`src/pkg/ctfp_pkg.sv`:
```
// Package: register map, field layout and timing constants for the block
package ctfp_pkg;

    // ****************************************************************
    // Register indices (byte address is four times the index)
    // ****************************************************************
    localparam logic [7:0] IDX_STATUS    = 8'h02;
    localparam logic [7:0] IDX_CONFIG    = 8'h03;
    localparam logic [7:0] IDX_CONV_RATE = 8'h04;
    localparam logic [7:0] IDX_ONE_SHOT  = 8'h0F;
    localparam logic [7:0] IDX_ENH_CFG   = 8'h45;
    localparam logic [7:0] IDX_PWM_CFG   = 8'h4A;
    localparam logic [7:0] IDX_PWM_DUTY  = 8'h4C;
    localparam logic [7:0] IDX_PWM_FREQ  = 8'h4D;
    localparam logic [7:0] IDX_MAKER_ID  = 8'hFE;
    localparam logic [7:0] IDX_REV_ID    = 8'hFF;

    // ****************************************************************
    // Field positions and widths
    // ****************************************************************
    localparam int unsigned APB_AW      = 12;
    localparam int unsigned BIT_BUSY    = 7;
    localparam int unsigned BIT_STANDBY = 6;
    localparam int unsigned BIT_HR_EN   = 4;
    localparam int unsigned BIT_CLK_SEL = 3;
    localparam int unsigned NUM_RATES   = 10;
    localparam logic [3:0]  RATE_MAX_CODE = 4'h9;
    localparam logic [4:0]  PWM_HR_FREQ   = 5'h08;
    localparam logic [7:0]  PWM_HR_STEPS  = 8'hFF;

    // ****************************************************************
    // Identity defaults (values are arbitrary)
    // ****************************************************************
    localparam logic [7:0] MAKER_ID_DEF = 8'h5A;
    localparam logic [7:0] REV_ID_DEF   = 8'hA3;

    // ****************************************************************
    // Timing
    // ****************************************************************
    localparam longint unsigned CLK_HZ      = 64'd25_000_000;
    localparam longint unsigned PWM_FAST_HZ = 64'd360_000;
    localparam longint unsigned PWM_SLOW_HZ = 64'd1_400;
    localparam longint unsigned PWM_HR_HZ   = 64'd22_500;
    localparam int unsigned PWM_FAST_DIV = int'(CLK_HZ / PWM_FAST_HZ);
    localparam int unsigned PWM_SLOW_DIV_DEF = int'(CLK_HZ / PWM_SLOW_HZ);
    localparam int unsigned PWM_HR_DIV =
        int'(CLK_HZ / (PWM_HR_HZ * 64'd255));
    localparam int unsigned CONV_CH_CYC_DEF = 256;

    typedef int unsigned ctfp_period_arr_t [0:NUM_RATES-1];

    // Conversion repetition rates in millihertz, one per code
    localparam ctfp_period_arr_t RATE_MHZ = '{
        50, 100, 204, 406, 813, 1625, 3250, 6500, 13000, 26000};

    function automatic ctfp_period_arr_t ctfp_conv_cycles();
        ctfp_period_arr_t r;
        for (int i = 0; i < NUM_RATES; i++) begin
            r[i] = int'((CLK_HZ * 64'd1000) / longint'(RATE_MHZ[i]));
        end
        return r;
    endfunction : ctfp_conv_cycles

    localparam ctfp_period_arr_t CONV_CYC_DEF = ctfp_conv_cycles();

    // ****************************************************************
    // Types
    // ****************************************************************
    typedef struct packed {
        logic       standby;
        logic [3:0] rate_code;
        logic       hr_en;
        logic       clk_sel;
        logic [4:0] pwm_freq;
        logic [7:0] pwm_duty;
    } ctfp_ctrl_t;

    localparam ctfp_ctrl_t CTRL_RST = '{standby: 1'b0, rate_code: 4'h8,
        hr_en: 1'b0, clk_sel: 1'b0, pwm_freq: 5'h08, pwm_duty: 8'h00};

    typedef struct packed {
        logic busy;
        logic start;
        logic remote;
    } ctfp_conv_t;

    typedef enum logic [1:0] {
        CV_IDLE   = 2'b00,
        CV_LOCAL  = 2'b01,
        CV_REMOTE = 2'b11,
        CV_DONE   = 2'b10
    } ctfp_conv_state_t;

endpackage : ctfp_pkg

```
`src/rtl/ctfp_timing.sv`:
```
// Conversion scheduler, one-shot trigger and fan PWM timing with APB
//
// Notes on behaviour
// - Rate codes 0 to 9 repeat conversions at 0.05 to 26 Hz.
// - Rate codes 10 to 15 schedule like code 9, 26 Hz, but read back as written.
// - Bits 7:4 of the rate register are not stored and read as zero.
// - In standby each one-shot write runs one full two-channel cycle.
// - The one-shot register is write-only and its data is ignored.
// - The period and duty law applies only outside high-res mode.
// - Low-res period is 2N ticks of 360 kHz or 1.4 kHz, high duty[5:0] ticks.
// - High-res mode needs enable set, select clear, N of 0x08.
//
// The APB slave port was left to the implementer.
`timescale 1ns/100ps
`default_nettype none
module ctfp_timing #(
    parameter ctfp_pkg::ctfp_period_arr_t CONV_PERIOD_CYC =
        ctfp_pkg::CONV_CYC_DEF,
    parameter int unsigned PWM_SLOW_DIV = ctfp_pkg::PWM_SLOW_DIV_DEF,
    parameter int unsigned CONV_CH_CYC  = ctfp_pkg::CONV_CH_CYC_DEF,
    parameter logic [7:0]  MAKER_ID     = ctfp_pkg::MAKER_ID_DEF,
    parameter logic [7:0]  REV_ID       = ctfp_pkg::REV_ID_DEF
) (
    input  wire logic                        mclk_in,
    input  wire logic                        rst_n_in,
    input  wire logic                        ce_in,
    input  wire logic                        psel_in,
    input  wire logic                        penable_in,
    input  wire logic                        pwrite_in,
    input  wire logic [ctfp_pkg::APB_AW-1:0] paddr_in,
    input  wire logic [31:0]                 pwdata_in,
    output var  logic [31:0]                 prdata_out,
    output var  logic                        pready_out,
    output var  logic                        pslverr_out,
    output var  ctfp_pkg::ctfp_conv_t        conv_out,
    output var  logic                        pwm_out
);
    import ctfp_pkg::*;

    ctfp_ctrl_t       ctrl_reg;
    ctfp_conv_state_t state_reg;
    logic [7:0]       idx;
    logic             aligned;
    logic             cap_reg;
    logic [7:0]       rd_data;
    logic             rd_err;
    logic [7:0]       prdata_reg;
    logic             pslverr_reg;
    logic             xfer_done;
    logic             wr_en;
    logic             oneshot_wr;
    logic [3:0]       eff_code;
    logic [31:0]      period_sel;
    logic [31:0]      rate_cnt_reg;
    logic             rate_hit;
    logic             due_reg;
    logic             shot_reg;
    logic             conv_go;
    logic [31:0]      ch_cnt_reg;
    logic             ch_end;
    logic             start_reg;
    logic             hr_mode;
    logic [4:0]       eff_n;
    logic [7:0]       pwm_period;
    logic [7:0]       pwm_high;
    logic [31:0]      div_sel;
    logic [31:0]      pre_cnt_reg;
    logic             pwm_tick;

    // ****************************************************************
    // APB slave
    // ****************************************************************
    assign idx     = paddr_in[9:2];
    assign aligned = (paddr_in[1:0] == 2'b00) && (paddr_in[11:10] == 2'b00);

    // Read data and error are caught from a register in the cycle before
    // the answer, so a clock-enable gap just adds wait states
    always_ff @(posedge mclk_in or negedge rst_n_in) begin
        if (!rst_n_in) begin
            cap_reg <= 1'b0;
        end else if (ce_in) begin
            if (psel_in && penable_in && cap_reg) begin
                cap_reg <= 1'b0;
            end else begin
                cap_reg <= psel_in;
            end
        end
    end

    assign pready_out = cap_reg && ce_in;
    assign xfer_done  = psel_in && penable_in && pready_out;
    assign wr_en      = xfer_done && pwrite_in && !pslverr_reg;
    // Any value may be written: only the address matters
    assign oneshot_wr = wr_en && (idx == IDX_ONE_SHOT);

    always_comb begin
        rd_data = 8'h00;
        rd_err  = 1'b0;
        if (!aligned) begin
            rd_err = 1'b1;
        end else begin
            case (idx)
                IDX_STATUS:    rd_data[BIT_BUSY] = conv_out.busy;
                IDX_CONFIG:    rd_data[BIT_STANDBY] = ctrl_reg.standby;
                IDX_CONV_RATE: rd_data = {4'h0, ctrl_reg.rate_code};
                IDX_ONE_SHOT:  rd_data = 8'h00;
                IDX_ENH_CFG:   rd_data[BIT_HR_EN] = ctrl_reg.hr_en;
                IDX_PWM_CFG:   rd_data[BIT_CLK_SEL] = ctrl_reg.clk_sel;
                IDX_PWM_DUTY:  rd_data = ctrl_reg.pwm_duty;
                IDX_PWM_FREQ:  rd_data = {3'h0, ctrl_reg.pwm_freq};
                IDX_MAKER_ID:  rd_data = MAKER_ID;
                IDX_REV_ID:    rd_data = REV_ID;
                default:       rd_err = 1'b1;
            endcase
        end
    end

    always_ff @(posedge mclk_in or negedge rst_n_in) begin
        if (!rst_n_in) begin
            prdata_reg  <= 8'h00;
            pslverr_reg <= 1'b0;
        end else if (ce_in && psel_in && !cap_reg) begin
            prdata_reg  <= rd_data;
            pslverr_reg <= rd_err;
        end
    end

    assign prdata_out  = {24'h000000, prdata_reg};
    assign pslverr_out = pslverr_reg && pready_out;

    // ****************************************************************
    // Control registers
    // ****************************************************************
    // Writes to read-only indices are accepted and dropped
    always_ff @(posedge mclk_in or negedge rst_n_in) begin
        if (!rst_n_in) begin
            ctrl_reg <= CTRL_RST;
        end else if (ce_in && wr_en) begin
            case (idx)
                IDX_CONFIG:    ctrl_reg.standby <= pwdata_in[BIT_STANDBY];
                IDX_CONV_RATE: ctrl_reg.rate_code <= pwdata_in[3:0];
                IDX_ENH_CFG:   ctrl_reg.hr_en <= pwdata_in[BIT_HR_EN];
                IDX_PWM_CFG:   ctrl_reg.clk_sel <= pwdata_in[BIT_CLK_SEL];
                IDX_PWM_DUTY:  ctrl_reg.pwm_duty <= pwdata_in[7:0];
                IDX_PWM_FREQ:  ctrl_reg.pwm_freq <= pwdata_in[4:0];
                default:       ctrl_reg <= ctrl_reg;
            endcase
        end
    end

    // ****************************************************************
    // Conversion scheduler
    // ****************************************************************
    assign eff_code = (ctrl_reg.rate_code > RATE_MAX_CODE) ?
                      RATE_MAX_CODE : ctrl_reg.rate_code;
    assign period_sel = CONV_PERIOD_CYC[eff_code];
    // Compare with >= so a faster rate written mid-count acts at once
    assign rate_hit = !ctrl_reg.standby &&
                      (rate_cnt_reg >= 32'(period_sel - 32'd1));

    always_ff @(posedge mclk_in or negedge rst_n_in) begin
        if (!rst_n_in) begin
            rate_cnt_reg <= 32'h00000000;
        end else if (ce_in) begin
            if (ctrl_reg.standby || rate_hit) begin
                rate_cnt_reg <= 32'h00000000;
            end else begin
                rate_cnt_reg <= 32'(rate_cnt_reg + 32'd1);
            end
        end
    end

    // A tick that lands while a cycle is still running waits for idle
    always_ff @(posedge mclk_in or negedge rst_n_in) begin
        if (!rst_n_in) begin
            due_reg <= 1'b0;
        end else if (ce_in) begin
            if (rate_hit) begin
                due_reg <= 1'b1;
            end else if (conv_go || ctrl_reg.standby) begin
                due_reg <= 1'b0;
            end
        end
    end

    // Set wins over the clear; running-mode writes leave the schedule be
    always_ff @(posedge mclk_in or negedge rst_n_in) begin
        if (!rst_n_in) begin
            shot_reg <= 1'b0;
        end else if (ce_in) begin
            if (oneshot_wr && ctrl_reg.standby) begin
                shot_reg <= 1'b1;
            end else if (conv_go) begin
                shot_reg <= 1'b0;
            end
        end
    end

    assign conv_go = (state_reg == CV_IDLE) && (due_reg || shot_reg);
    assign ch_end  = (ch_cnt_reg >= 32'(CONV_CH_CYC - 1));

    // Local channel, then remote channel, one cycle in done
    always_ff @(posedge mclk_in or negedge rst_n_in) begin
        if (!rst_n_in) begin
            state_reg  <= CV_IDLE;
            ch_cnt_reg <= 32'h00000000;
        end else if (ce_in) begin
            case (state_reg)
                CV_IDLE: begin
                    ch_cnt_reg <= 32'h00000000;
                    if (conv_go) begin
                        state_reg <= CV_LOCAL;
                    end
                end
                CV_LOCAL: begin
                    if (ch_end) begin
                        ch_cnt_reg <= 32'h00000000;
                        state_reg  <= CV_REMOTE;
                    end else begin
                        ch_cnt_reg <= 32'(ch_cnt_reg + 32'd1);
                    end
                end
                CV_REMOTE: begin
                    if (ch_end) begin
                        ch_cnt_reg <= 32'h00000000;
                        state_reg  <= CV_DONE;
                    end else begin
                        ch_cnt_reg <= 32'(ch_cnt_reg + 32'd1);
                    end
                end
                CV_DONE: state_reg <= CV_IDLE;
                default: state_reg <= CV_IDLE;
            endcase
        end
    end

    always_ff @(posedge mclk_in or negedge rst_n_in) begin
        if (!rst_n_in) begin
            start_reg <= 1'b0;
        end else if (ce_in) begin
            start_reg <= conv_go;
        end
    end

    // One driver for the whole carrier keeps strict tools content
    assign conv_out = '{busy: (state_reg != CV_IDLE), start: start_reg,
                        remote: (state_reg == CV_REMOTE)};

    // ****************************************************************
    // Fan PWM timing
    // ****************************************************************
    assign hr_mode = ctrl_reg.hr_en && !ctrl_reg.clk_sel &&
                     (ctrl_reg.pwm_freq == PWM_HR_FREQ);
    assign eff_n = (ctrl_reg.pwm_freq == 5'h00) ?
                   5'h01 : ctrl_reg.pwm_freq;
    // Low-res law is bypassed in high-res mode
    assign pwm_period = hr_mode ? PWM_HR_STEPS :
                        {2'b00, eff_n, 1'b0};
    assign pwm_high = hr_mode ? ctrl_reg.pwm_duty :
                      {2'b00, ctrl_reg.pwm_duty[5:0]};
    assign div_sel = hr_mode ? 32'(PWM_HR_DIV) :
                     (ctrl_reg.clk_sel ? 32'(PWM_SLOW_DIV) :
                      32'(PWM_FAST_DIV));
    assign pwm_tick = (pre_cnt_reg >= 32'(div_sel - 32'd1));

    always_ff @(posedge mclk_in or negedge rst_n_in) begin
        if (!rst_n_in) begin
            pre_cnt_reg <= 32'h00000000;
        end else if (ce_in) begin
            if (pwm_tick) begin
                pre_cnt_reg <= 32'h00000000;
            end else begin
                pre_cnt_reg <= 32'(pre_cnt_reg + 32'd1);
            end
        end
    end

    ctfp_pwm_gen u_pwm (
        .mclk_in   (mclk_in),
        .rst_n_in  (rst_n_in),
        .ce_in     (ce_in),
        .tick_in   (pwm_tick),
        .period_in (pwm_period),
        .high_in   (pwm_high),
        .pwm_out   (pwm_out)
    );

    // ****************************************************************
    // Assertions
    // ****************************************************************
    AST_RATE_UPPER_ZERO: assert property (
        @(posedge mclk_in) disable iff (!rst_n_in)
        (ce_in && psel_in && !cap_reg && !pwrite_in && aligned &&
         idx == IDX_CONV_RATE) |=> (prdata_out[31:4] == 28'h0000000))
        else $error("rate register upper bits not zero");

    AST_RATE_MAP: assert property (
        @(posedge mclk_in) disable iff (!rst_n_in)
        (rate_hit && ctrl_reg.rate_code <= RATE_MAX_CODE) |->
        (rate_cnt_reg == CONV_PERIOD_CYC[ctrl_reg.rate_code] - 1))
        else $error("conversion period does not match rate code");

    AST_RATE_CLAMP: assert property (
        @(posedge mclk_in) disable iff (!rst_n_in)
        (rate_hit && ctrl_reg.rate_code > RATE_MAX_CODE) |->
        (rate_cnt_reg == CONV_PERIOD_CYC[9] - 1))
        else $error("high rate code not treated as fastest");

    AST_SHOT_START: assert property (
        @(posedge mclk_in) disable iff (!rst_n_in)
        (ce_in && oneshot_wr && ctrl_reg.standby &&
         state_reg == CV_IDLE && !conv_go) |=> (shot_reg && conv_go) ##1
         (conv_out.start || !$past(ce_in)))
        else $error("one-shot in standby did not start a cycle");

    AST_CYCLE_SHAPE: assert property (
        @(posedge mclk_in) disable iff (!rst_n_in)
        (ce_in && state_reg == CV_LOCAL && ch_end) |=>
        (state_reg == CV_REMOTE && conv_out.busy && conv_out.remote))
        else $error("conversion cycle skipped the remote channel");

    AST_RUN_SHOT_IGNORED: assert property (
        @(posedge mclk_in) disable iff (!rst_n_in)
        (ce_in && oneshot_wr && !ctrl_reg.standby && !shot_reg) |=>
        (!shot_reg && rate_cnt_reg != 32'h00000000 || $past(rate_hit)))
        else $error("running-mode one-shot disturbed the schedule");

    AST_FREQ_ZERO: assert property (
        @(posedge mclk_in) disable iff (!rst_n_in)
        (ctrl_reg.pwm_freq == 5'h00) |-> (pwm_period == 8'h02))
        else $error("frequency field zero not treated as one");

    AST_LR_PERIOD: assert property (
        @(posedge mclk_in) disable iff (!rst_n_in)
        (!hr_mode && ctrl_reg.pwm_freq != 5'h00) |->
        (pwm_period == 8'(2 * ctrl_reg.pwm_freq) &&
         pwm_high == {2'b00, ctrl_reg.pwm_duty[5:0]}))
        else $error("low-res period or duty wrong");

    AST_HR_SELECT: assert property (
        @(posedge mclk_in) disable iff (!rst_n_in)
        (pwm_period == 8'hFF) |->
        (ctrl_reg.hr_en && !ctrl_reg.clk_sel && ctrl_reg.pwm_freq == 5'h08
         && pwm_high == ctrl_reg.pwm_duty && div_sel == 32'(PWM_HR_DIV)))
        else $error("high-res timing active without its conditions");

endmodule : ctfp_timing
`default_nettype wire

```
`src/rtl/ctfp_pwm_gen.sv`:
```
// PWM waveform generator: period and high count in ticks
`timescale 1ns/100ps
`default_nettype none
module ctfp_pwm_gen (
    input  wire logic       mclk_in,
    input  wire logic       rst_n_in,
    input  wire logic       ce_in,
    input  wire logic       tick_in,
    input  wire logic [7:0] period_in,
    input  wire logic [7:0] high_in,
    output var  logic       pwm_out
);
    import ctfp_pkg::*;

    logic [7:0] cnt_reg;
    logic [7:0] cnt_next;
    logic       pwm_reg;

    // ****************************************************************
    // Tick counter
    // ****************************************************************
    // Wrap on >= so a shrunken period never runs the count away
    always_comb begin
        if (cnt_reg >= 8'(period_in - 8'h01)) begin
            cnt_next = 8'h00;
        end else begin
            cnt_next = 8'(cnt_reg + 8'h01);
        end
    end

    always_ff @(posedge mclk_in or negedge rst_n_in) begin
        if (!rst_n_in) begin
            cnt_reg <= 8'h00;
        end else if (ce_in && tick_in) begin
            cnt_reg <= cnt_next;
        end
    end

    // ****************************************************************
    // Output
    // ****************************************************************
    // High count equal to the period gives a steady high level
    always_ff @(posedge mclk_in or negedge rst_n_in) begin
        if (!rst_n_in) begin
            pwm_reg <= 1'b0;
        end else if (ce_in) begin
            pwm_reg <= (cnt_reg < high_in);
        end
    end

    assign pwm_out = pwm_reg;

endmodule : ctfp_pwm_gen
`default_nettype wire

```
`config.mk`:
```
export PLATFORM = sky130hd
export DESIGN_NAME = ctfp_timing
export DESIGN_NICKNAME = d
export VERILOG_FILES = /design/src/pkg/ctfp_pkg.sv /design/src/rtl/ctfp_timing.sv /design/src/rtl/ctfp_pwm_gen.sv
export SDC_FILE = /design/constraint.sdc
export NUM_CORES = 1
export LEC_CHECK = 0
export ABC_AREA = 0
export BUFFER_PORTS_ARGS = -buffer_cell sky130_fd_sc_hd__buf_2
export CORE_UTILIZATION = 30
export DETAILED_ROUTE_END_ITERATION = 16
export PLACE_DENSITY_LB_ADDON = 0.08
export SLEW_MARGIN = 20
export SYNTH_ARGS = -nofsm -noshare
export SYNTH_HDL_FRONTEND = slang
export SYNTH_SLANG_ARGS = --single-unit
export TNS_END_PERCENT = 1
```
`constraint.sdc`:
```
create_clock -name mclk_in -period 11.8 [get_ports mclk_in]
set_clock_uncertainty 0.1 [all_clocks]
set_input_delay 0.59 -clock mclk_in [delete_from_list [all_inputs] [get_ports mclk_in]]
set_output_delay 0.59 -clock mclk_in [all_outputs]
set_load 0.01 [all_outputs]
```
# Word level (Yosys, flattened, before mapping)
# Memory sizes are Yosys's and may differ from the RTL's.
# Index checks and enable logic that the tools add are counted.
[classes] n_reduce_logical=45 bitwise=1 n_mux=31 addsub=7 order_cmp=7 eq_ne=17
[ops] op="32-bit two-way mux" n=5
[ops] op="32-bit by 1-bit adder with 32-bit output, second input constant" n=3
[ops] op="32-bit >= comparator" n=2
[ops] op="32-bit case mux with 2 select lines" n=1
[ops] op="8-bit by 7-bit == test with 1-bit output, second input constant" n=4
[ops] op="32-bit by 8-bit >= comparator with 1-bit output, second input constant" n=1
[ops] op="8-bit two-way mux" n=4
[ops] op="32-bit by 1-bit subtractor with 32-bit output, second input constant" n=1
[ops] op="15-bit two-way mux" n=2
[ops] op="1-bit logical AND" n=18
[ops] op="2-bit AND reduction" n=9
[ops] op="8-bit by 2-bit == test with 1-bit output, second input constant" n=2
[ops] op="8-bit == test, second input constant" n=2
[ops] op="15-bit by 1-bit subtractor with 16-bit output, second input constant" n=1
[ops] op="3-bit case mux with 5 select lines" n=1
[ops] op="10-bit OR reduction" n=1
[ops] op="8-bit by 1-bit adder with 8-bit output, second input constant" n=1
[ops] op="8-bit by 3-bit == test with 1-bit output, second input constant" n=1
[ops] op="8-bit by 4-bit == test with 1-bit output, second input constant" n=1
[ops] op="8-bit >= comparator" n=1
[ops] op="8-bit less-than comparator" n=1
[ops] op="2-bit case mux with 4 select lines" n=1
[ops] op="2-bit nonzero test" n=4
[ops] op="8-bit by 1-bit subtractor with 8-bit output, second input constant" n=1
[ops] op="22 further kinds" n=40
[totals] reg_bits=140 rom_bits=512 mem_count=1 output_inout_bits=38
[memory_table] memory="(no name shown)" depth=16 width=32 rd=1 rd_ports_with_merged_regs=0 wr=0 line="ctfp_timing.sv:156" rtl="assign period_sel = CONV_PERIOD_CYC[eff_code];"

# Depth between registers and ports, before layout
# Gate-level depths: netlist of the first run.
[logic_depth] word_depth=11 ltp_mapped=23 ltp_nobuf=20

# Cells and area by module
# Synthesis of the first run repeated with hierarchy kept, for this count alone.
[hier_totals] cells_unflattened=981 hier_area_um2=8978.6
[modules_own_cells] module="ctfp_timing" cells_each=878 area_per_inst_um2=8080.2 n_inst=1
[modules_own_cells] module="ctfp_pwm_gen" cells_each=103 area_per_inst_um2=898.4 n_inst=1

# Worst setup path after synthesis of the first run
# No wires, ideal clock.
[synth_timing] path_type="flip-flop to flip-flop" from="register ctrl_reg[17] in the netlist's numbering" to="register rate_cnt_reg[12]" n_path_buf=2 t_required_ns=11.568 path_stages_with_launch=23 arrival_time_ns=4.783 setup_slack_ns=6.786 path_cell_list="dfrtp_1 -> clkbuf_1 -> or2_2 -> a21oi_1 -> inv_1 -> ha_1 -> a21boi_0 -> o22ai_1 -> ha_1 -> inv_1 -> a211o_1 -> o21bai_1 -> nor2_1 -> xnor2_1 -> a221o_1 -> ha_1 -> nand4_1 -> nor2_1 -> nand3b_1 -> a31o_2 -> a21oi_1 -> clkbuf_1 -> nor2_1"
[synth_between] elab_chain_cells=11
[synth_rtl] element="start: declaration" line="ctfp_timing.sv:40" rtl="ctfp_ctrl_t ctrl_reg;"
[synth_rtl] element="start signal: assignment" line="ctfp_timing.sv:146" rtl="default: ctrl_reg <= ctrl_reg;"
[synth_rtl] element="4-bit > comparator" line="ctfp_timing.sv:154" rtl="assign eff_code = (ctrl_reg.rate_code > RATE_MAX_CODE) ?"
[synth_rtl] element="4-bit two-way mux (*)" line="ctfp_timing.sv:154"
[synth_rtl] element="4-bit NOT with 5-bit output (not written as such) (*)" line="ctfp_timing.sv:156"
[synth_rtl] element="memory read 16 x 32 bit (*)"
[synth_rtl] element="32-bit two-way mux (not written as such) (*) (2 in series)" line="ctfp_timing.sv:156"
[synth_rtl] element="32-bit by 1-bit subtractor with 32-bit output (*)" line="ctfp_timing.sv:159" rtl="(rate_cnt_reg >= 32'(period_sel - 32'd1));"
[synth_rtl] element="32-bit >= comparator (*)" line="ctfp_timing.sv:159"
[synth_rtl] element="1-bit logical AND (*)" line="ctfp_timing.sv:158" rtl="assign rate_hit = !ctrl_reg.standby &&"
[synth_rtl] element="1-bit logical OR (*)" line="ctfp_timing.sv:165" rtl="if (ctrl_reg.standby || rate_hit) begin"
[synth_rtl] element="32-bit two-way mux (*)" line="ctfp_timing.sv:165"
[synth_rtl] element="end signal: assignment" line="ctfp_timing.sv:168" rtl="rate_cnt_reg <= 32'(rate_cnt_reg + 32'd1);"
[synth_rtl] element="end: declaration" line="ctfp_timing.sv:54" rtl="logic [31:0] rate_cnt_reg;"
# Mark *: on every way between the ends. The rest lies on a longest branch, timed or not. The select of a mux whose other input is x is not followed.
# A chain may end at the register's enable or synchronous reset.

# Final worst setup path of the first run
[layout_timing] from="register ctrl_reg[17] in the netlist's numbering" to="register rate_cnt_reg[1]"
# Same word-level chain as after synthesis.

==> results of run 1 <==
-- cell usage after synthesis (all sizes together), types with 7 or more instances --
| library cell | number |
|---|---|
| a31oi | 16 |
| clkbuf | 17 |
| xor2 | 25 |
| and3 | 20 |
| nand4 | 29 |
| xnor2 | 26 |
| nor4 | 17 |
| o2bb2ai | 7 |
| inv | 41 |
| nor2 | 126 |
| nand2b | 12 |
| o21a | 9 |
| nand2 | 89 |
| mux2 | 17 |
| and4 | 9 |
| a21oi | 53 |
| o21ai | 37 |
| ha | 71 |
| nand3 | 40 |
| dfrtp | 138 |
| buf | 32 |
| nor3 | 31 |
-- final timing paths --
kind	startpoint	end	slack [ps]
setup / recovery	ctrl_reg[17]$_DFFE_PN0P_	rate_cnt_reg[1]$_DFFE_PN0P_	6260
hold / removal	rst_n_in	pre_cnt_reg[9]$_DFFE_PN0P_	150
setup reg to reg	ctrl_reg[17]$_DFFE_PN0P_	rate_cnt_reg[1]$_DFFE_PN0P_	6260
hold reg to reg	prdata_reg[2]$_DFFE_PN0P_	prdata_reg[2]$_DFFE_PN0P_	380
max in group asynchronous	rst_n_in	ctrl_reg[15]$_DFFE_PN0P_	10200
min in group mclk_in	pwdata_in[7]	ctrl_reg[7]$_DFFE_PN0P_	310
-- logic make-up (layout without fill, tap and decap cells) --
family	Yosys count	count (layout)	synth area share, %
AOI/OAI and AO/OA	186	186	13.93
and+or+nand+nor	405	405	22.53
buffers and inverters	90	122	5.218
muxes	22	22	2.767
other	2	31	0.08604
DFF	140	140	40.17
adders and majority gates	71	71	10.18
xor gates and xnor gates	51	51	5.118
-- layout make-up --
type                    instances  area [sq um]
inverters                      41         153.9
well taps                     384         480.5
multi-input cells             766          4880
clock buffers                  18         439.2
repair buffers                 49         276.5
flip-flops and latches        140          3506
fillers                      2966         18720
clock inverters                14         173.9
-- power groups by stage --
| stage | logic [mW] | registers [mW] | clock network [mW] |
|---|---|---|---|
| global placement | 0.226 | 0.564 | 0 |
| global route | 0.259 | 0.561 | 0.603 |
| floorplan | 0.163 | 0.551 | 0 |
| finish | 0.222 | 0.554 | 0.565 |
| detailed placement | 0.228 | 0.563 | 0 |
| CTS | 0.229 | 0.555 | 0.587 |
-- metrics by stage --
step	std cells	hold WS [ps]	cell area, sq um
final	1412	153.3	9910
after global routing	1412	215.0	9910
after CTS	1412	181.5	9910
after detailed placement	1380	367.6	9296
after global placement	1380	362.5	9296
after floorplan	996	194.4	8837
-- metal layers --
layer	up-vias	track usage [%]	wire length [um]
met5	-	0	13
met4	2	4.985	307
met3	21	2.529	535
met2	88	25.07	10450
met1	3354	21.70	11140
li1	3538	-	-
==> impl_results.md, run 1 <==
* Number of synthesized register bits at 140
* Critical path endpoint category: register
* Max_cap viols at 0
* Commonest non-fill, non-tap cell in the layout: dfrtp_1
* Synth area leaders: dfrtp_1, ha_1, nor2_1, nand2_1, a21oi_1
* Hold Path Class: in -> async
* Antenna diode instance count at 0
* CP cell instances: buf_4 > or2_2 > a21oi_1 > inv_1 > ha_1 > a21boi_0 > o22ai_1 > ha_1 > inv_1 > a211o_1 > o21bai_1 > nor2_1 > xnor2_1 > a221o_1 > ha_1 > nand4_1 > inv_1 > a221oi_1 > a31oi_1 > nor3_1 > a31o_2
* Status: completed
* Crit path max-delay cell type: a21oi_1
* Clock latency on the worst-skew pair at 430 ps
* Nets at 1136
* Critical path depth in cells at 21
* Worst rel slew slack at between 30% and 40%
* Critical path required time at around 12000 ps
* Fin crit period at about 5500 ps
* Sw frac at between 30 and 40%
* Logic pwr share at 16.6%
* Mapped Area at 8728 sq um
* Post_cts resized at 0
* Cts hold-fix bufs at 0
* TritonCTS clock tree: yes
* Internal at 0.9264 mW
* Number of I/O pins at 88
* Ys flop type: dfrtp_1
* Placer Congestion at 0.7512
* Pwr Total at 1.342 mW
* Critical path arrival at 5800 ps
* Synth area leader: dfrtp_1
* Sequential area share after synthesis at 40.17%
* Pwr/cell area at 135.4 nW/um^2
* Final Hold Fails at 0
* WS Path Type: reg -> reg
* Post-detail-place hpwl at 16310 um
* Syn_area_per_cell at 9.026 sq um
* Final setup margin at around 6300 ps
* Grt total ovfl at 0
* Core area at 28630 sq um
* Post-synth cell types at 70
* Antenna viol nets, final at 0
* Die Y at 172.6 um
* Starting Density at 30.49%
* Sw Pwr at 0.4154 mW
* Die Wd at 172.6 um
* Level count of the clock H-tree at 4
* CTS sink count at 140
* Pin count of the biggest net entering global routing at 93
* Sequential fraction of design power at 41.3%
* Crit Path Max Fanout at 31
* Setup_tns at 0 ps
* Worst R2R Path Depth at 21
* Fmax at 0.1805 GHz
* Vias in the first global route at 6875
* Setup repair bufs after CTS at 0
* Worst VDD drop at 105.5 uV
* Clock root buffer: clkbuf_16
* DRC at 0
* Clock Path Buffers at 2
* All-Layer GR Usage at 15.72%
* Clock transition at the registers of the reported paths at 70 ps
* Number of I/O port buffers at 39
* Slew Limit Fails at 0
* Area fraction of the dominant cell type after synthesis at approximately two fifths
* Die area at 29780 sq um
* Yosys warns at 0
* Final Cycle Share at a little under half
* Most frequent cells in the layout: dfrtp_1, nor2_1, nand2_1, ha_1, a21oi_1
* Layout area overhead at 13.53%
* Unrepaired setup endpoints after global routing: false
* Via count at 7003
* Number of vias per cell at 4.960
* Post-Route WL at ~22000 um
* Fin util at 34.62%
* Antenna violations before repair at 1
* Layout cells sized above 1 at 10.80%
* Post-Syn Instances at around 970
* Share of flip-flops with an asynchronous set or reset at 100.0%
* Leakage power at between 4 and 5 nW
* CP bufs+invs at 4
* Initial DRC Count at 368
* Max stage delay on crit path at between 600 and 700 ps
* EDFF count, synth at 0
* Crit path max-delay family: compound AO/OA/AOI/OAI gates
* DRT Pass-1 Iters at 5
* WL/cell at 15.89 um
* Post-Place Worst Slack at 6267 ps
* Worst slew pin tran at between 1000 and 1500 ps
* Clock group share of total power at 42.1%
* First-pass GRT wire length at 37400 um
* Startpoint types: register
* Final setup fails at 0
* FP Rows at 62
* Clock buffer count from CTS at 17
Power figures use the tool's default switching activity.
==> inputs of run 2 (changes only) <==
Clock period 11.8 ns to 5.1 ns, I/O delays scaled along.
==> run 2 against run 1 <==
Final area increased by 1.4%. Sequential cell count unchanged. Final cell count increased by 1.1%. Register-to-register slack got worse by 5800 ps. Sequential power increased by 130%. Total power increased by 130%. Non-clock buffer count increased by 15. Clock power increased by 140%. Utilization increased by 0.49 points. Die area unchanged.
==> impl_results.md, run 2 (synthesis results as in run 1) <==
* Via count at between 7000 and 8000
* Internal at 2.148 mW
* Status: completed
* Pwr/cell area at 312.5 nW/um^2
* Fill cells at 2990
* Worst rel slew slack at 34.59%
* Slew Limit Fails at 0
* Nets at approximately 1200
* Pin count of the biggest net entering global routing at 50
* Layout cells sized above 1 at 11.31%
* Crit path max-delay family: compound AO/OA/AOI/OAI gates
* Clock transition at the registers of the reported paths at around 70 ps
* Multi-input gate area at 4880 sq um
* Post-DP Area at between 9000 and 10000 sq um
* TritonCTS clock tree: yes
* DRC at 0
* Crit Path Max Fanout at 7
* All-Layer GR Usage at 16.08%
* Clock latency on the worst-skew pair at 430 ps
* Hold Path Class: in -> reg
* Sequential Area at 3506 sq um
* First-pass GRT wire length at 38650 um
* CTS sink count at 140
* Placed cells at ~1400
* Startpoint types: register
* Antenna violations before repair at 1
* Sequential fraction of design power at 41.0%
* Grt total ovfl at 0
* Non-filler cells, final at 1427
* Core area at ~29000 sq um
* Crit path max-delay cell type: nor3_1
* Clock Path Buffers at 2
* Final Cycle Share at 90.90%
* Initial DRC Count at 336
* Pwr Total at 3.141 mW
* Antenna viol nets, final at 0
* WS Path Type: reg -> reg
* Number of vias per cell at 4.981
* Placer Congestion at 0.7597
* Clock group share of total power at 42.3%
* Final Hold Fails at 0
* Starting Density at a little under a third
* Die Y at 172.6 um
* Worst VDD drop at between 200 and 250 uV
* Setup_tns at 0 ps
* Number of I/O pins at 88
* DRT Pass-1 Iters at 4
* Fin crit period at 4636 ps
* Clock root buffer: clkbuf_16
* Leakage power at 4.653 nW
* Critical path endpoint category: register
* FP Rows at 62
* Logic pwr share at about 17%
* Post-detail-place hpwl at about 17000 um
* Post-Route WL at 22710 um
* Max_cap viols at 0
* Final Cell Area at 10050 sq um
* CP bufs+invs at 3
* Vias in the first global route at 7124
* Critical path required time at between 5000 and 6000 ps
* Critical path arrival at 4890 ps
* Sw frac at between 30% and 40%
* Fmax at 0.2157 GHz
* Layout area overhead at 15.15%
* Commonest non-fill, non-tap cell in the layout: dfrtp_1
* Clock buffer count from CTS at 17
* Sw Pwr at between 0.9 and 1 mW
* Post_cts resized at 0
* Final setup fails at 0
* Level count of the clock H-tree at 4
* Unrepaired setup endpoints after global routing: false
* Max stage delay on crit path at 410 ps
* Worst slew pin tran at 981.1 ps
* Die Wd at 172.6 um
* Most frequent cells in the layout: dfrtp_1, nor2_1, nand2_1, ha_1, a21oi_1
* Number of I/O port buffers at 39
* Antenna diode instance count at 0
* CP cell instances: or2_2 > a21oi_1 > inv_1 > ha_1 > a21boi_0 > o22ai_1 > ha_1 > inv_1 > a211o_1 > o21bai_1 > nor2_1 > xnor2_1 > a221o_1 > ha_1 > nand4_1 > inv_1 > a221oi_1 > a31oi_1 > nor3_1 > a31o_2
* WL/cell at between 15 and 20 um
* Die area at 29780 sq um
## run 2: cell types whose count changed in the layout (fill, tap and decap cells not counted)
cell	before	now
dlygate4sd3_1	0	8
buf_4	10	17
clkinvlp_4	3	0
clkbuf_8	1	0
clkinv_4	1	2
clkinv_8	1	2
inv_6	5	6
inv_8	2	3
## run 2: layout make-up
| class | count | area share (%) |
|---|---|---|
| clock inverter | 15 | 1.954 |
| timing repair buffer | 64 | 4.071 |
| sequential | 140 | 34.88 |
| clock buffer | 17 | 4.233 |
| multi-input combinational | 766 | 48.55 |
| tap | 384 | 4.780 |
| inverter | 41 | 1.531 |
## run 2: power groups by stage
stage	logic, mW	registers, mW	clock network [mW]
finish	0.525	1.29	1.33
global route	0.611	1.30	1.42
CTS	0.541	1.29	1.37
detailed placement	0.534	1.31	0
global placement	0.531	1.31	0
floorplan	0.378	1.28	0
## run 2: through the flow
stage	hold slack [ps]	utilization [%]	setup slack, ps
after CTS	12.99	35.11	480.0
after floorplan	-140.6	-	85.53
after global placement	132.0	32.66	577.2
after detailed placement	130.1	32.66	518.5
final	36.08	35.11	464.0
after global routing	66.46	35.11	32.14
## run 2: worst register-to-register path: stages (launching register included)
cell and delay (ps):
dfrtp_1 370, or2_2 320, a21oi_1 190, inv_1 110
ha_1 300, a21boi_0 190, o22ai_1 110, ha_1 210
inv_1 80, a211o_1 210, o21bai_1 230, nor2_1 100
xnor2_1 130, a221o_1 310, ha_1 280, nand4_1 130
inv_1 50, a221oi_1 360, a31oi_1 170, nor3_1 410
a31o_2 210
## run 2: worst paths after layout
path / from / endpoint / slack, ps / cells past startpoint
setup / recovery: ctrl_reg[17]$_DFFE_PN0P_ / rate_cnt_reg[1]$_DFFE_PN0P_ / 460 / 20
hold / removal: psel_in / cap_reg$_DFFE_PN0P_ / 40 / 3
setup reg to reg: ctrl_reg[17]$_DFFE_PN0P_ / rate_cnt_reg[1]$_DFFE_PN0P_ / 460 / 20
hold reg to reg: prdata_reg[3]$_DFFE_PN0P_ / prdata_reg[3]$_DFFE_PN0P_ / 380 / 2
max in group asynchronous: rst_n_in / rate_cnt_reg[17]$_DFFE_PN0P_ / 3640 / 3
min in group asynchronous: rst_n_in / pre_cnt_reg[9]$_DFFE_PN0P_ / 230 / 2
## run 2: routing by layer
layer	global-route usage, %	wire length (um)	vias up	share of wire (%)
li1	-	-	3564	-
met1	22.02	11480	3466	51
met2	26.28	10630	64	47
met3	2.704	430	12	1.9
met4	3.906	160	2	0.70
met5	0	8	-	0.035
## run 2: repair_timing
action / 4_1_cts / 5_1_grt
endpoints found under the setup margin: 0 / 0
hold endpoints to repair: 55 / 0
setup buffers: 0 / 0
hold buffers: 8 / 0
==> inputs of run 3 (changes only) <==
Settings changed: BUFFER_PORTS_ARGS -buffer_cell sky130_fd_sc_hd__buf_2 to unset, DONT_BUFFER_PORTS set to 1.
==> run 3 against run 2 <==
Worst hold slack got worse by 12 ps. Utilization decreased by 0.47 points. Clock-buffer cell count increased by 2. Non-clock buffer count decreased by 34. Via count decreased by 2.0%. Total power decreased by 1.1%. Wire length increased by 1.3%. Die area unchanged. Sequential cell count unchanged. Sequential share of layout area increased by 0.48 points. Final area decreased by 1.3%.
==> impl_results.md, run 3 (synthesis results as in run 1) <==
* Status: completed
* First-pass GRT wire length at 38760 um
* Max stage delay on crit path at 370 ps
* Worst slew pin tran at 1020 ps
* Die Y at between 150 and 200 um
* Clock latency on the worst-skew pair at 430 ps
* Die Wd at roughly 170 um
* Unrepaired setup endpoints after global routing: false
* Grt total ovfl at 0
* Die area at between 20000 and 30000 sq um
* Crit Path Max Fanout at 28
* Commonest non-fill, non-tap cell in the layout: dfrtp_1
* Worst rel slew slack at 32.03%
* Critical path required time at 5300 ps
* Number of I/O pins at 88
* CTS sink count at 140
* Max_cap viols at 0
* WS Path Type: reg -> reg
* Antenna violations before repair at 0
* Clock buffer count from CTS at 17
* Crit path max-delay cell type: dfrtp_1
* DRC at 0
* TritonCTS clock tree: yes
* Placer Congestion at 0.7471
* Non-filler cells, final at approximately 1400
* Slew Limit Fails at 0
* Final setup fails at 0
* Nets at around 1100
* Pwr/cell area at 313.1 nW/um^2
* Fin crit period at 4675 ps
* Post-detail-place hpwl at ~16000 um
* Leakage power at about 4.5 nW
* Final Hold Fails at 0
* Initial DRC Count at 381
* Core area at 28630 sq um
* Hold Path Class: in -> reg
* Clock root buffer: clkbuf_16
* Critical path arrival at slightly below 5000 ps
* R2r setup slk at ~430 ps
* Antenna viol nets, final at 0
* Vias in the first global route at 7027
* CP cell instances: or2_2 > a21oi_1 > inv_1 > ha_1 > a21boi_0 > o22ai_1 > ha_1 > inv_1 > a211o_1 > o21bai_1 > nor2_1 > xnor2_1 > a221o_1 > ha_1 > nand4_1 > nor2_1 > nand3b_1 > a31o_2 > a21oi_2 > buf_6 > nor2_1
* Worst hold margin at around 24 ps
* Clock transition at the registers of the reported paths at 70 ps
* WL/cell at 16.51 um
* Starting Density at 30.49%
* All-Layer GR Usage at 16.18%
* Level count of the clock H-tree at 4
* Number of I/O port buffers at 0
* Post-Route WL at 22990 um
* Startpoint types: register
* Fmax at 0.2139 GHz
* Worst VDD drop at 237.6 uV
* Post-DP Area at between 9000 and 10000 sq um
* Layout area overhead at 13.60%
* Final Cycle Share at 91.66%
* Setup_tns at 0 ps
* Pin count of the biggest net entering global routing at 141
* Most frequent cells in the layout: dfrtp_1, nor2_1, nand2_1, ha_1, a21oi_1
* Critical path endpoint category: register
* Layout cells sized above 1 at 7.830%
* FP Rows at 62
* Number of vias per cell at approximately 5
* Via count at between 6000 and 7000
* Antenna diode instance count at 0
* Clock Path Buffers at 2
* Final Cell Area at 9916 sq um
* DRT Pass-1 Iters at 5
* Placed cells at 1347
[run 3: cell types whose count changed in the layout (fill, tap and decap cells not counted), moves of 2 or more]
cell           previous run  this run
buf_2                    38         0
inv_8                     3         1
dlygate4sd3_1             8        13
buf_4                    17        15
clkinvlp_4                0         3
clkinv_2                  0         3
clkinv_8                  2         0
inv_6                     6         1
[run 3: path summary, 6_finish.rpt]
| check | from | end | cells after the start |
|---|---|---|---|
| max reg2reg | ctrl_reg[17]$_DFFE_PN0P_ | rate_cnt_reg[28]$_DFFE_PN0P_ | 21 |
| max in group asynchronous | rst_n_in | rate_cnt_reg[18]$_DFFE_PN0P_ | 2 |
| min in group asynchronous | rst_n_in | pre_cnt_reg[10]$_DFFE_PN0P_ | 2 |
| max | ctrl_reg[17]$_DFFE_PN0P_ | rate_cnt_reg[28]$_DFFE_PN0P_ | 21 |
| min | ce_in | pre_cnt_reg[29]$_DFFE_PN0P_ | 2 |
| min reg2reg | pre_cnt_reg[31]$_DFFE_PN0P_ | pre_cnt_reg[31]$_DFFE_PN0P_ | 1 |
[run 3: layout make-up]
type	instances	area (sq um)
clock inverters	13	165.2
fillers	2992	18710
clock buffers	19	442.9
repair buffers	30	281.5
well taps	384	480.5
multi-input cells	766	4886
inverters	41	153.9
flip-flops and latches	140	3506
[run 3: where the power goes]
group | internal [mW] | switching, mW | total, mW | leakage [nW]
clock | 0.787 | 0.524 | 1.31 | 0.291
sequential | 1.19 | 0.107 | 1.29 | 1.90
combinational | 0.197 | 0.303 | 0.500 | 2.31
[run 3: what timing repair did]
| action | 4_1_cts | 5_1_grt |
|---|---|---|
| endpoints found under the hold margin | 180 | 0 |
| hold buffers | 14 | 0 |
| setup endpoints to repair | 0 | 27 |
| buffers inserted | 0 | 0 |
| gates resized for setup | 0 | 2 |
[run 3: through the flow]
stage                     setup slack (ps)  util, %  power, mW
after floorplan                      85.53        -      1.654
after global placement               396.3    31.93      1.779
after detailed placement             365.5    31.93      1.783
after CTS                            315.0    34.61      3.161
after global routing                 55.03    34.64      3.295
final                                425.3    34.64      3.105
[run 3: critical path, delay by kind of cell (launching register included)]
family	cells	cell delay (ps)
XOR/XNOR	1	130
adder cells (fa/ha/maj)	3	800
flip-flops	1	370
AND/OR/NAND/NOR	6	1020
AO/OA/AOI/OAI	8	1650
buffers and inverters	3	470
[run 3: layer usage]
metal,track usage (%),vias up,wire length (um)
met3,2.573,12,556
met5,0,-,0
met1,22.64,3369,11720
li1,-,3495,-
met4,4.055,0,229
met2,25.94,87,10490
